[config.mk]
export PLATFORM = sky130hd
export DESIGN_NAME = ptm_timer
export DESIGN_NICKNAME = d
export VERILOG_FILES = /design/src/ptm_pkg.sv /design/src/ptm_prescaler.sv /design/src/ptm_timer.sv
export SDC_FILE = /design/constraint.sdc
export NUM_CORES = 1
export LEC_CHECK = 0
export ABC_AREA = 1
export BUFFER_PORTS_ARGS = -buffer_cell sky130_fd_sc_hd__buf_2
export CELL_PAD_IN_SITES_DETAIL_PLACEMENT = 0
export CELL_PAD_IN_SITES_GLOBAL_PLACEMENT = 1
export CORE_MARGIN = 2
export CORE_UTILIZATION = 34
export DETAILED_ROUTE_END_ITERATION = 10
export PLACE_DENSITY = 0.76
export SYNTH_ARGS = -nofsm -noshare
export SYNTH_HDL_FRONTEND = slang
export SYNTH_SLANG_ARGS = --single-unit
[constraint.sdc]
create_clock -name clk -period 2.2 [get_ports clk]
set_input_delay 0.44 -clock clk [delete_from_list [all_inputs] [get_ports clk]]
set_output_delay 0.44 -clock clk [all_outputs]
set_load 0.005 [all_outputs]
[src/ptm_pkg.sv]
// Shared constants and carrier types for the prescaled overflow timer.
// Assumes a single 40 MHz clock and an AXI4-Lite register port.
package ptm_pkg;
    localparam int unsigned CLK_HZ = 40_000_000;
    // Instruction clock is the system clock divided by four.
    localparam int unsigned INSTR_DIV = 4;
    localparam logic [1:0] DIV_LAST = 2'(INSTR_DIV - 1);
    localparam int unsigned ADDR_W = 10;
    // Register indices; the byte address is four times the index.
    localparam logic [7:0] IDX_CTRL = 8'h05;
    localparam logic [7:0] IDX_STAT = 8'h07;
    localparam logic [7:0] IDX_CNT_LO = 8'h0b;
    localparam logic [7:0] IDX_CNT_HI = 8'h0c;
    localparam logic [7:0] CTRL_RESET = 8'h00;
    localparam logic [7:0] CTRL_WMASK = 8'hfe;
    localparam int unsigned STAT_OVF_EN = 0;
    localparam int unsigned STAT_EXT_EN = 1;
    localparam int unsigned STAT_OVF_FLAG = 4;
    localparam int unsigned STAT_EXT_FLAG = 5;
    localparam int unsigned PS_TOP = 3;
    localparam logic [7:0] PS_FULL = 8'hff;
    localparam logic [7:0] BYTE_MAX = 8'hff;
    localparam logic [15:0] CNT_MAX = 16'hffff;
    localparam logic [1:0] RESP_OKAY = 2'h0;
    localparam logic [1:0] RESP_SLVERR = 2'h2;

    typedef struct packed {
        logic ext_irq_edge_select;
        logic count_edge_select;
        logic count_source_select;
        logic [3:0] prescale_field;
        logic unused0;
    } ptm_ctrl_t;

    typedef struct packed {
        logic awvalid;
        logic [ADDR_W-1:0] awaddr;
        logic wvalid;
        logic [31:0] wdata;
        logic [3:0] wstrb;
        logic bready;
        logic arvalid;
        logic [ADDR_W-1:0] araddr;
        logic rready;
    } ptm_axi_req_t;

    typedef struct packed {
        logic awready;
        logic wready;
        logic bvalid;
        logic [1:0] bresp;
        logic arready;
        logic rvalid;
        logic [31:0] rdata;
        logic [1:0] rresp;
    } ptm_axi_rsp_t;
endpackage : ptm_pkg

[src/ptm_prescaler.sv]
// Eight-bit event prescaler with ratios 1:1 to 1:256.
// Assumes in_event is a one-cycle pulse in the clk domain.
`timescale 1ns/10ps
module ptm_prescaler import ptm_pkg::*; (
    input wire logic clk,
    input wire logic resetn,
    input wire logic in_event,
    input wire logic clear,
    input wire logic [3:0] ratio_code,
    output logic tick
);
    typedef struct packed {
        logic [7:0] cnt;
        logic tick;
    } ptm_ps_state_t;

    ptm_ps_state_t st_r;
    ptm_ps_state_t st_nxt;
    logic [7:0] limit;

    always_comb begin
        // Top code bit forces the full ratio.
        limit = ratio_code[PS_TOP] ? PS_FULL :
            (8'h01 << ratio_code[2:0]) - 8'h01;
        st_nxt = st_r;
        st_nxt.tick = 1'b0;
        if (clear) begin
            st_nxt.cnt = '0;
        end else if (in_event) begin
            // A ratio lowered on the fly wraps at once, not after 256.
            if (st_r.cnt >= limit) begin
                st_nxt.cnt = '0;
                st_nxt.tick = 1'b1;
            end else begin
                st_nxt.cnt = st_r.cnt + 8'h01;
            end
        end
    end

    always_ff @(posedge clk) begin
        if (!resetn) begin
            st_r <= '0;
        end else begin
            st_r <= st_nxt;
        end
    end

    assign tick = st_r.tick;
endmodule : ptm_prescaler

[src/ptm_timer.sv]
// Prescaled 16-bit overflow timer with AXI4-Lite register slave.
// Assumes count and irq pins are synchronous to clk.
`timescale 1ns/10ps
module ptm_timer import ptm_pkg::*; (
    input wire logic clk,
    input wire logic resetn,
    input wire ptm_axi_req_t axi_req,
    output ptm_axi_rsp_t axi_rsp,
    input wire logic external_count_pin,
    input wire logic external_irq_pin,
    input wire logic overflow_irq_ack,
    output logic irq
);
    typedef struct packed {
        ptm_ctrl_t ctrl;
        logic [15:0] cnt;
        logic inh_lo;
        logic inh_hi;
        logic [1:0] div;
        logic cpin_prev;
        logic ipin_prev;
        logic ps_tog;
        logic sync1;
        logic sync2;
        logic sync3;
        logic ovf_flag;
        logic ovf_en;
        logic ext_flag;
        logic ext_en;
        logic aw_have;
        logic [7:0] aw_idx;
        logic w_have;
        logic [7:0] wdata;
        logic wstrb0;
        logic bvalid;
        logic [1:0] bresp;
        logic rvalid;
        logic [7:0] rdata;
        logic [1:0] rresp;
        logic rd_ctrl;
    } ptm_state_t;

    ptm_state_t s_r;
    ptm_state_t s_nxt;
    logic ps_tick;
    logic src_event;
    logic ps_clear;
    logic sync_edge;
    logic inc_lo;
    logic inc_hi;
    logic wrap;
    logic ext_set;
    logic wr_fire;
    logic wr_lo;
    logic wr_hi;
    logic [7:0] rd_idx;
    logic [7:0] stat_rd;

    ptm_prescaler u_ps (
        .clk(clk),
        .resetn(resetn),
        .in_event(src_event),
        .clear(ps_clear),
        .ratio_code(s_r.ctrl.prescale_field),
        .tick(ps_tick)
    );

    always_comb begin
        s_nxt = s_r;
        axi_rsp.awready = !s_r.aw_have && !s_r.bvalid;
        axi_rsp.wready = !s_r.w_have && !s_r.bvalid;
        axi_rsp.arready = !s_r.rvalid;
        axi_rsp.bvalid = s_r.bvalid;
        axi_rsp.bresp = s_r.bresp;
        axi_rsp.rvalid = s_r.rvalid;
        axi_rsp.rdata = {24'h000000, s_r.rdata};
        axi_rsp.rresp = s_r.rresp;

        wr_fire = s_r.aw_have && s_r.w_have && !s_r.bvalid;
        wr_lo = wr_fire && s_r.wstrb0 && s_r.aw_idx == IDX_CNT_LO;
        wr_hi = wr_fire && s_r.wstrb0 && s_r.aw_idx == IDX_CNT_HI;
        ps_clear = wr_lo || wr_hi;

        // Event source ahead of the prescaler.
        s_nxt.div = s_r.div + 2'h1;
        s_nxt.cpin_prev = external_count_pin;
        if (s_r.ctrl.count_source_select) begin
            src_event = s_r.div == DIV_LAST;
        end else if (s_r.ctrl.count_edge_select) begin
            src_event = external_count_pin && !s_r.cpin_prev;
        end else begin
            src_event = !external_count_pin && s_r.cpin_prev;
        end

        // The prescaler output is a toggle resynchronised before use,
        // so a fast pin never has to be seen edge by edge here.
        s_nxt.ps_tog = s_r.ps_tog ^ ps_tick;
        s_nxt.sync1 = s_r.ps_tog;
        s_nxt.sync2 = s_r.sync1;
        s_nxt.sync3 = s_r.sync2;
        sync_edge = s_r.sync2 ^ s_r.sync3;

        // A freshly written half skips one increment; the carry into
        // the high half is lost when the high half is stalled.
        inc_lo = sync_edge && !s_r.inh_lo;
        inc_hi = inc_lo && s_r.cnt[7:0] == BYTE_MAX && !s_r.inh_hi;
        wrap = inc_hi && s_r.cnt == CNT_MAX;
        if (wr_lo) begin
            s_nxt.cnt[7:0] = s_r.wdata;
        end else if (inc_lo) begin
            s_nxt.cnt[7:0] = s_r.cnt[7:0] + 8'h01;
        end
        if (wr_hi) begin
            s_nxt.cnt[15:8] = s_r.wdata;
        end else if (inc_hi) begin
            s_nxt.cnt[15:8] = s_r.cnt[15:8] + 8'h01;
        end
        s_nxt.inh_lo = wr_lo;
        s_nxt.inh_hi = wr_hi;

        s_nxt.ipin_prev = external_irq_pin;
        ext_set = s_r.ctrl.ext_irq_edge_select ?
            (external_irq_pin && !s_r.ipin_prev) :
            (!external_irq_pin && s_r.ipin_prev);

        if (wr_fire && s_r.wstrb0 && s_r.aw_idx == IDX_CTRL) begin
            s_nxt.ctrl = ptm_ctrl_t'(s_r.wdata & CTRL_WMASK);
        end
        if (wr_fire && s_r.wstrb0 && s_r.aw_idx == IDX_STAT) begin
            s_nxt.ovf_en = s_r.wdata[STAT_OVF_EN];
            s_nxt.ext_en = s_r.wdata[STAT_EXT_EN];
            s_nxt.ovf_flag = s_r.ovf_flag && !s_r.wdata[STAT_OVF_FLAG];
            s_nxt.ext_flag = s_r.ext_flag && !s_r.wdata[STAT_EXT_FLAG];
        end
        if (overflow_irq_ack) begin
            s_nxt.ovf_flag = 1'b0;
        end
        // A new event outranks any clear in the same cycle.
        if (wrap) begin
            s_nxt.ovf_flag = 1'b1;
        end
        if (ext_set) begin
            s_nxt.ext_flag = 1'b1;
        end

        // Write channels are taken independently, answered together.
        if (axi_req.awvalid && axi_rsp.awready) begin
            s_nxt.aw_have = 1'b1;
            s_nxt.aw_idx = axi_req.awaddr[ADDR_W-1:2];
        end
        if (axi_req.wvalid && axi_rsp.wready) begin
            s_nxt.w_have = 1'b1;
            s_nxt.wdata = axi_req.wdata[7:0];
            s_nxt.wstrb0 = axi_req.wstrb[0];
        end
        if (wr_fire) begin
            s_nxt.aw_have = 1'b0;
            s_nxt.w_have = 1'b0;
            s_nxt.bvalid = 1'b1;
            s_nxt.bresp = (s_r.aw_idx == IDX_CTRL ||
                s_r.aw_idx == IDX_STAT || s_r.aw_idx == IDX_CNT_LO ||
                s_r.aw_idx == IDX_CNT_HI) ? RESP_OKAY : RESP_SLVERR;
        end else if (s_r.bvalid && axi_req.bready) begin
            s_nxt.bvalid = 1'b0;
        end

        rd_idx = axi_req.araddr[ADDR_W-1:2];
        stat_rd = '0;
        stat_rd[STAT_OVF_EN] = s_r.ovf_en;
        stat_rd[STAT_EXT_EN] = s_r.ext_en;
        stat_rd[STAT_OVF_FLAG] = s_r.ovf_flag;
        stat_rd[STAT_EXT_FLAG] = s_r.ext_flag;
        if (axi_req.arvalid && axi_rsp.arready) begin
            s_nxt.rvalid = 1'b1;
            s_nxt.rresp = RESP_OKAY;
            s_nxt.rd_ctrl = rd_idx == IDX_CTRL;
            case (rd_idx)
                IDX_CTRL: s_nxt.rdata = s_r.ctrl & CTRL_WMASK;
                IDX_STAT: s_nxt.rdata = stat_rd;
                IDX_CNT_LO: s_nxt.rdata = s_r.cnt[7:0];
                IDX_CNT_HI: s_nxt.rdata = s_r.cnt[15:8];
                default: begin
                    s_nxt.rdata = '0;
                    s_nxt.rresp = RESP_SLVERR;
                end
            endcase
        end else if (s_r.rvalid && axi_req.rready) begin
            s_nxt.rvalid = 1'b0;
        end
    end

    always_ff @(posedge clk) begin
        if (!resetn) begin
            s_r <= '0; // Control register resets to its zero value.
        end else begin
            s_r <= s_nxt;
        end
    end

    assign irq = (s_r.ovf_flag && s_r.ovf_en) ||
        (s_r.ext_flag && s_r.ext_en);
endmodule : ptm_timer

==> flow_metrics.env, run 1 <==
export IMPL_status="complete, no violations"
export IMPL_detailedPlacementHpwl_um=8184
export IMPL_combinational_family_with_the_most_area_after_synthesis="simple AND/OR/NAND/NOR gates"
export IMPL_reg2reg_slack_ps=110
export IMPL_h_tree_depth=3
export IMPL_postSynthCellCount=631
export IMPL_wirelength_um=10740
export IMPL_max_cap_viols=0
export IMPL_netlist_cell_type_count=41
export IMPL_static_leakage_power_uw=0.002371
export IMPL_dr_vias_cell=4.611
export IMPL_simple_logic_cell_fraction_of_the_synthesized_area=0.3127
export IMPL_vias=3919
export IMPL_track_usage=0.1637
export IMPL_clkSinkCount=77
export IMPL_critPathMaxFanout=5
export IMPL_clock_skew_final_ps=8.485
export IMPL_timing_critical_path_to_type="register"
export IMPL_worst_slew_pin_slew_ps=555.9
export IMPL_timing_final_max_slew_violations=0
export IMPL_arrival_ps=2330
export IMPL_port_buffers=50
export IMPL_clock_path_buffers=2
export IMPL_dieHeight_um=117.2
export IMPL_initial_core_utilization=0.3463
export IMPL_non_filler_instances=850
export IMPL_syn_to_final_growth_pct=15.21
export IMPL_fin_area_um2=5015
export IMPL_io_pins=108
export IMPL_startpoint_type="register"
export IMPL_power_ir_vdd_worst_uv=287.6
export IMPL_post_route_min_period_ps=2094
export IMPL_full_die_area_um2=13720
export IMPL_layout_filler_cells=1341
export IMPL_synth_compound_area_share=0.1112
export IMPL_ctsRootBufferMaster="sky130_fd_sc_hd__clkbuf_16"
export IMPL_holdCritPathClass="in -> reg"
export IMPL_die_x_um=117.2
export IMPL_hold_buffers=0
export IMPL_postSynth_topFlopCell="sky130_fd_sc_hd__dfxtp_1"
export IMPL_core_area_um2=12570
export IMPL_synthesis_area_um2=4353
export IMPL_synth_seq_cells=77
export IMPL_regToRegStartpoint="s_r[65]$_SDFFE_PN0P_"
export IMPL_wire_length_of_the_first_global_routing_pass_um=17300
export IMPL_fmax_mhz=477.6
export IMPL_detail_route_antenna_nets=0
export IMPL_timing_setup_critical_path_class="reg -> reg"
export IMPL_detailedRoute_firstIterationViolations=232
export IMPL_cts_reportedPaths_clkPinSlew_ps=60
export IMPL_clock_latency_of_the_later_clocked_register_in_the_worst_skew_pair_ps=340
export IMPL_tns_setup_ps=0
export IMPL_fin_nets=753
export IMPL_first_pass_iters=4
export IMPL_reg2reg_depth=15
export IMPL_synth_edff_count=0
export IMPL_grt_pass1_vias=3564
export IMPL_maxSlewHeadroom=0.6280
export IMPL_dpl_cell_count=833
export IMPL_multi_input_area_um2=2298
export IMPL_finalSetupViolations=0
export IMPL_numCtsBuffers=9
export IMPL_number_of_antenna_violations_at_the_first_check_in_global_routing=0
export IMPL_finalHoldViolations=0
export IMPL_grt_setup_unrepaired="true"
export IMPL_cellPowerDensity_nw_per_um2=632.2
export IMPL_post_synth_cell_area_avg_um2=6.898
export IMPL_tritoncts_clock_tree="built"
export IMPL_synth_seq_area_share=0.3541
export IMPL_timing_critical_path_required_ps=2440
export IMPL_placement_rows=41
export IMPL_area_sequential_um2=1549
export IMPL_synth_mux_area_frac=0
export IMPL_fin_crit_sh=0.9518
export IMPL_grt_overflow=0
export IMPL_postSynth_asyncResetShare=0
export IMPL_post_synth_fa_ha_maj_area_fraction=0.03737
export IMPL_drc_errors=0
export IMPL_largest_net_degree_at_the_start_of_global_routing=26
export IMPL_post_synth_xor_area_fraction=0.02616
export IMPL_detailed_place_area_um2=4623
export IMPL_ys_warn_count=0
export IMPL_crit_path_end="u_ps.st_r[3]$_SDFFE_PP0P_"
export IMPL_destination_of_the_worst_register_to_register_timing_path="u_ps.st_r[3]$_SDFFE_PP0P_"
export IMPL_globalplace_congestion=0.8871
export IMPL_wl_per_cell_um=12.64
export IMPL_post_route_util=0.3990
export IMPL_final_layout_size_suffix_gt1_frac=0.1873
export IMPL_diodes=0
export IMPL_cp_startpoint="s_r[65]$_SDFFE_PN0P_"
[kinds of logic (layout without fill, tap and decap cells)]
kind of cell,Yosys count,in the layout
compound gates,86,86
xor+xnor,13,13
fa+ha+maj,13,13
buf+inv,137,159
flops,77,77
other cells,1,26
simple gates,304,304
[final cells by class]
| type | count | area share |
|---|---|---|
| repair buffers | 65 | 0.07385 |
| inverters | 79 | 0.05963 |
| flip-flops and latches | 77 | 0.3089 |
| clock buffers | 11 | 0.04641 |
| clock inverters | 4 | 0.009980 |
| multi-input cells | 442 | 0.4583 |
| well taps | 172 | 0.04291 |
[flip-flops by register name, summed over array words and instances, names as in the netlist]
signal	flops
s_r	53
axi_rsp	12
u_ps.st_r	8
s_nxt	3
u_ps.tick	1
[report_power, final]
group	switching [uW]	internal, uW
clock network	568	870
logic	170	82.9
registers	36.8	1440
[synthesized netlist by cell type, types with 2 or more instances]
| library cell | instances | share of area |
|---|---|---|
| sky130_fd_sc_hd__nor2_2 | 5 | 0.0072 |
| sky130_fd_sc_hd__o22ai_1 | 4 | 0.0057 |
| sky130_fd_sc_hd__inv_2 | 6 | 0.0052 |
| sky130_fd_sc_hd__o21ai_0 | 24 | 0.028 |
| sky130_fd_sc_hd__xor2_1 | 9 | 0.018 |
| sky130_fd_sc_hd__nand3_1 | 59 | 0.068 |
| sky130_fd_sc_hd__a21oi_1 | 42 | 0.048 |
| sky130_fd_sc_hd__nor3_1 | 2 | 0.0023 |
| sky130_fd_sc_hd__inv_1 | 72 | 0.062 |
| sky130_fd_sc_hd__xnor2_1 | 4 | 0.0080 |
| sky130_fd_sc_hd__nor2_1 | 61 | 0.053 |
| sky130_fd_sc_hd__o211a_1 | 6 | 0.014 |
| sky130_fd_sc_hd__buf_6 | 2 | 0.0052 |
| sky130_fd_sc_hd__nand3_2 | 2 | 0.0046 |
| sky130_fd_sc_hd__o21a_1 | 2 | 0.0034 |
| sky130_fd_sc_hd__ha_1 | 13 | 0.037 |
| sky130_fd_sc_hd__o21bai_1 | 2 | 0.0034 |
| sky130_fd_sc_hd__clkbuf_1 | 13 | 0.011 |
| sky130_fd_sc_hd__buf_2 | 3 | 0.0034 |
| sky130_fd_sc_hd__nor2_4 | 2 | 0.0052 |
| sky130_fd_sc_hd__nand2_2 | 4 | 0.0057 |
| sky130_fd_sc_hd__nand2_1 | 148 | 0.13 |
| sky130_fd_sc_hd__dfxtp_1 | 77 | 0.35 |
| sky130_fd_sc_hd__buf_4 | 40 | 0.069 |
| sky130_fd_sc_hd__nand4_1 | 10 | 0.014 |
| sky130_fd_sc_hd__o21ai_1 | 3 | 0.0034 |
| sky130_fd_sc_hd__and2_1 | 2 | 0.0029 |
[worst min-delay path by stage]
stage               cells past startpoint                    to  slack [ps]            startpoint
floorplan                               2  s_nxt[38]$_SDFF_PN0_         390  s_nxt[39]$_SDFF_PN0_
global placement                        2  s_nxt[38]$_SDFF_PN0_         400  s_nxt[39]$_SDFF_PN0_
detailed placement                      2  s_nxt[38]$_SDFF_PN0_         400  s_nxt[39]$_SDFF_PN0_
CTS                                     3    s_r[42]$_SDFF_PN0_         300      external_irq_pin
global route                            3    s_r[43]$_SDFF_PN0_         350    external_count_pin
finish                                  3    s_r[42]$_SDFF_PN0_         310      external_irq_pin
[what timing repair did]
action / 4_1_cts / 5_1_grt
endpoints found under the setup margin: 5 / 9
gates resized for setup: 5 / 26
pin swaps: 3 / 15
cloned: 0 / 0
buffers inserted: 0 / 2
[metal layers]
| layer | vias up | routed length, um | global-route usage |
|---|---|---|---|
| met5 | - | 0 | 0 |
| met4 | 0 | 161 | 0.05804 |
| met3 | 12 | 286 | 0.03502 |
| met1 | 1804 | 5360 | 0.2230 |
| met2 | 51 | 4934 | 0.2563 |
| li1 | 2052 | - | - |
[through the flow]
step           hold WS (ps)  worst slack (ps)  total power [uW]
6_report              310.0             106.0              3170
5_1_grt               348.7            -31.75              3313
4_1_cts               299.8             9.280              3206
3_5_place_dp          398.1            -43.07              1763
3_3_place_gp          398.4             30.05              1755
2_1_floorplan         390.5             73.37              1709
[critical path, stage by stage (launching register included)]
cell,delay [ps]
sky130_fd_sc_hd__dfxtp_4,370
sky130_fd_sc_hd__nor2_4,120
sky130_fd_sc_hd__nand2_2,80
sky130_fd_sc_hd__ha_4,180
sky130_fd_sc_hd__nor2_2,100
sky130_fd_sc_hd__nor2_1,50
sky130_fd_sc_hd__o22ai_1,170
sky130_fd_sc_hd__inv_1,60
sky130_fd_sc_hd__ha_1,280
sky130_fd_sc_hd__nand2_2,50
sky130_fd_sc_hd__nor2_1,120
sky130_fd_sc_hd__nand2_2,90
sky130_fd_sc_hd__nand2_2,80
sky130_fd_sc_hd__nand2_2,70
sky130_fd_sc_hd__nand2_4,110
sky130_fd_sc_hd__nor2_1,50
[cell usage in the layout, fill, tap and decap left out, types with 10 or more instances in the layout]
cell type,count
sky130_fd_sc_hd__nand2_1,141
sky130_fd_sc_hd__dfxtp_1,75
sky130_fd_sc_hd__inv_1,69
sky130_fd_sc_hd__nand3_1,58
sky130_fd_sc_hd__nor2_1,56
sky130_fd_sc_hd__buf_2,50
sky130_fd_sc_hd__a21oi_1,38
sky130_fd_sc_hd__conb_1,26
sky130_fd_sc_hd__o21ai_0,24
sky130_fd_sc_hd__buf_4,13
sky130_fd_sc_hd__ha_1,12
sky130_fd_sc_hd__nand2_2,10
sky130_fd_sc_hd__nand4_1,10
Note: power is estimated with default switching activity, not from simulation.
==> run 2, diff against run 1 <==
--- a/config.mk
+++ b/config.mk
@@ -10,9 +10,9 @@
 export CELL_PAD_IN_SITES_DETAIL_PLACEMENT = 0
 export CELL_PAD_IN_SITES_GLOBAL_PLACEMENT = 1
 export CORE_MARGIN = 2
-export CORE_UTILIZATION = 34
+export CORE_UTILIZATION = 30
 export DETAILED_ROUTE_END_ITERATION = 10
-export PLACE_DENSITY = 0.76
+export PLACE_DENSITY = 0.68
 export SYNTH_ARGS = -nofsm -noshare
 export SYNTH_HDL_FRONTEND = slang
 export SYNTH_SLANG_ARGS = --single-unit
==> run 2 against run 1 <==
Net effect: cell count is 1.1% higher; via count is 2.1% lower; utilization is 5.1 points lower; global-route usage is 2.3 points lower; sequential share of layout area is 0.12 points higher; clock-buffer cell count is 1 lower; worst hold slack better by 7.6 ps; setup slack worse by 13 ps; routed wire length is 1.1% lower; final area is 0.40% lower.
==> flow_metrics.env, run 2 (synthesis gave the netlist of run 1 again) <==
export IMPL_post_route_min_period_ps=2107
export IMPL_area_sequential_um2=1549
export IMPL_detailedRoute_firstIterationViolations=221
export IMPL_diodes=0
export IMPL_static_leakage_power_uw=0.002354
export IMPL_clock_latency_of_the_later_clocked_register_in_the_worst_skew_pair_ps=340
export IMPL_timing_critical_path_required_ps=2440
export IMPL_detailedPlacementHpwl_um=8087
export IMPL_port_buffers=50
export IMPL_cellPowerDensity_nw_per_um2=642.0
export IMPL_arrival_ps=2350
export IMPL_dpl_cell_count=841
export IMPL_number_of_antenna_violations_at_the_first_check_in_global_routing=0
export IMPL_tns_setup_ps=0
export IMPL_dr_vias_cell=4.464
export IMPL_worstHoldPathCells=3
export IMPL_initial_core_utilization=0.3029
export IMPL_syn_to_final_growth_pct=14.75
export IMPL_mostFrequentLayoutCell="sky130_fd_sc_hd__nand2_1"
export IMPL_first_pass_iters=7
export IMPL_max_cap_viols=0
export IMPL_full_die_area_um2=15490
export IMPL_clock_path_buffers=2
export IMPL_globalplace_congestion=0.8094
export IMPL_worst_slew_pin_slew_ps=526.0
export IMPL_whs_ps=317.6
export IMPL_dieHeight_um=124.5
export IMPL_wirelength_um=10630
export IMPL_grt_pass1_vias=3716
export IMPL_ctsRootBufferMaster="sky130_fd_sc_hd__clkbuf_16"
export IMPL_detail_route_antenna_nets=0
export IMPL_grt_overflow=0
export IMPL_drc_errors=0
export IMPL_fin_crit_sh=0.9577
export IMPL_timing_critical_path_to_type="register"
export IMPL_timing_final_max_slew_violations=0
export IMPL_io_pins=108
export IMPL_clock_skew_final_ps=6.511
export IMPL_startpoint_type="register"
export IMPL_reg2reg_depth=14
export IMPL_reg2reg_slack_ps=90
export IMPL_multi_input_area_um2=2291
export IMPL_holdCritPathClass="in -> reg"
export IMPL_core_area_um2=14370
export IMPL_timing_critical_path_slowest_stage_cell="sky130_fd_sc_hd__dfxtp_4"
export IMPL_non_filler_instances=859
export IMPL_final_layout_size_suffix_gt1_frac=0.1807
export IMPL_tritoncts_clock_tree="built"
export IMPL_die_x_um=124.5
export IMPL_critPathMaxFanout=5
export IMPL_max_stage_delay_ps=370
export IMPL_timing_setup_critical_path_class="reg -> reg"
export IMPL_clkSinkCount=77
export IMPL_h_tree_depth=3
export IMPL_vias=3835
export IMPL_wire_length_of_the_first_global_routing_pass_um=17810
export IMPL_cts_reportedPaths_clkPinSlew_ps=60
export IMPL_maxSlewHeadroom=0.6488
export IMPL_finalSetupViolations=0
export IMPL_placement_rows=44
export IMPL_finalHoldViolations=0
export IMPL_power_ir_vdd_worst_uv=349.7
export IMPL_regMostFlops="s_r"
export IMPL_fmax_mhz=474.6
export IMPL_fin_nets=749
export IMPL_numCtsBuffers=9
export IMPL_wl_per_cell_um=12.37
export IMPL_status="complete, no violations"
export IMPL_layout_cells_most_common_list="sky130_fd_sc_hd__nand2_1 (145), sky130_fd_sc_hd__dfxtp_1 (75), sky130_fd_sc_hd__inv_1 (69)"
export IMPL_cp_cell_sequence="nor2_4, nand2_2, ha_4, nor2_2, nor2_1, o22ai_1, inv_1, ha_1, nand2_1, o21a_1, nand2_1, nand2_2, nand2_4, nor2_1"
export IMPL_layout_filler_cells=1593
export IMPL_largest_net_degree_at_the_start_of_global_routing=26
export IMPL_track_usage=0.1409
export IMPL_max_ffs_per_register=53
==> run 2: cell type report <==
cell class | instances | area share
Multi-Input combinational cell | 442 | 0.4587
Sequential cell | 77 | 0.3101
Timing Repair Buffer | 61 | 0.06663
Inverter | 79 | 0.05987
Tap cell | 184 | 0.04609
Clock buffer | 10 | 0.04584
Clock inverter | 6 | 0.01278
==> run 2: per-stage QoR <==
step	instance area (um^2)	utilization	setup WS, ps	power [uW]
after global placement	4608	0.3207	41.57	1753
after global routing	4995	0.3476	-32.62	3358
final	4995	0.3476	92.99	3207
after detailed placement	4608	0.3207	-2.072	1760
after floorplan	4447	-	73.37	1709
after CTS	4903	0.3413	23.29	3251
==> run 2: path summary, 6_finish.rpt <==
kind	from	end
worst max-delay path	s_r[65]$_SDFFE_PN0P_	u_ps.st_r[5]$_SDFFE_PP0P_
worst min-delay path	external_count_pin	s_r[43]$_SDFF_PN0_
worst max register to register	s_r[65]$_SDFFE_PN0P_	u_ps.st_r[5]$_SDFFE_PP0P_
worst min register to register	s_nxt[39]$_SDFF_PN0_	s_nxt[38]$_SDFF_PN0_
==> run 2: worst max-delay path, delay by kind of cell, from the launching register on <==
kind	cells	cell delay, ps
and+or+nand+nor	9	760
adders and majority gates	2	450
DFF	1	370
AOI/OAI and AO/OA	2	370
buffers and inverters	1	60
==> run 2: per-layer routing <==
layer / up-vias / share of wire / wire length [um] / GRT usage
met3: 14 / 0.039 / 415 / 0.03522
met4: 0 / 0.014 / 144 / 0.03239
met2: 60 / 0.48 / 5086 / 0.2372
met1: 1729 / 0.47 / 4979 / 0.1818
li1: 2032 / - / - / -
met5: - / 0 / 0 / 0
==> run 2: where the power goes <==
part	internal, uW	total, uW	switching (uW)
Clock	876	1480	603
Combinational	81.5	250	169
Sequential	1440	1480	35.4
==> run 2: repair_timing <==
action                                 4_1_cts  5_1_grt
resized for setup                            1       25
endpoints found under the hold margin        0        0
pin swaps                                    0        8
hold buffers                                 0        0
setup endpoints to repair                    5        9
buffers inserted                             0        2
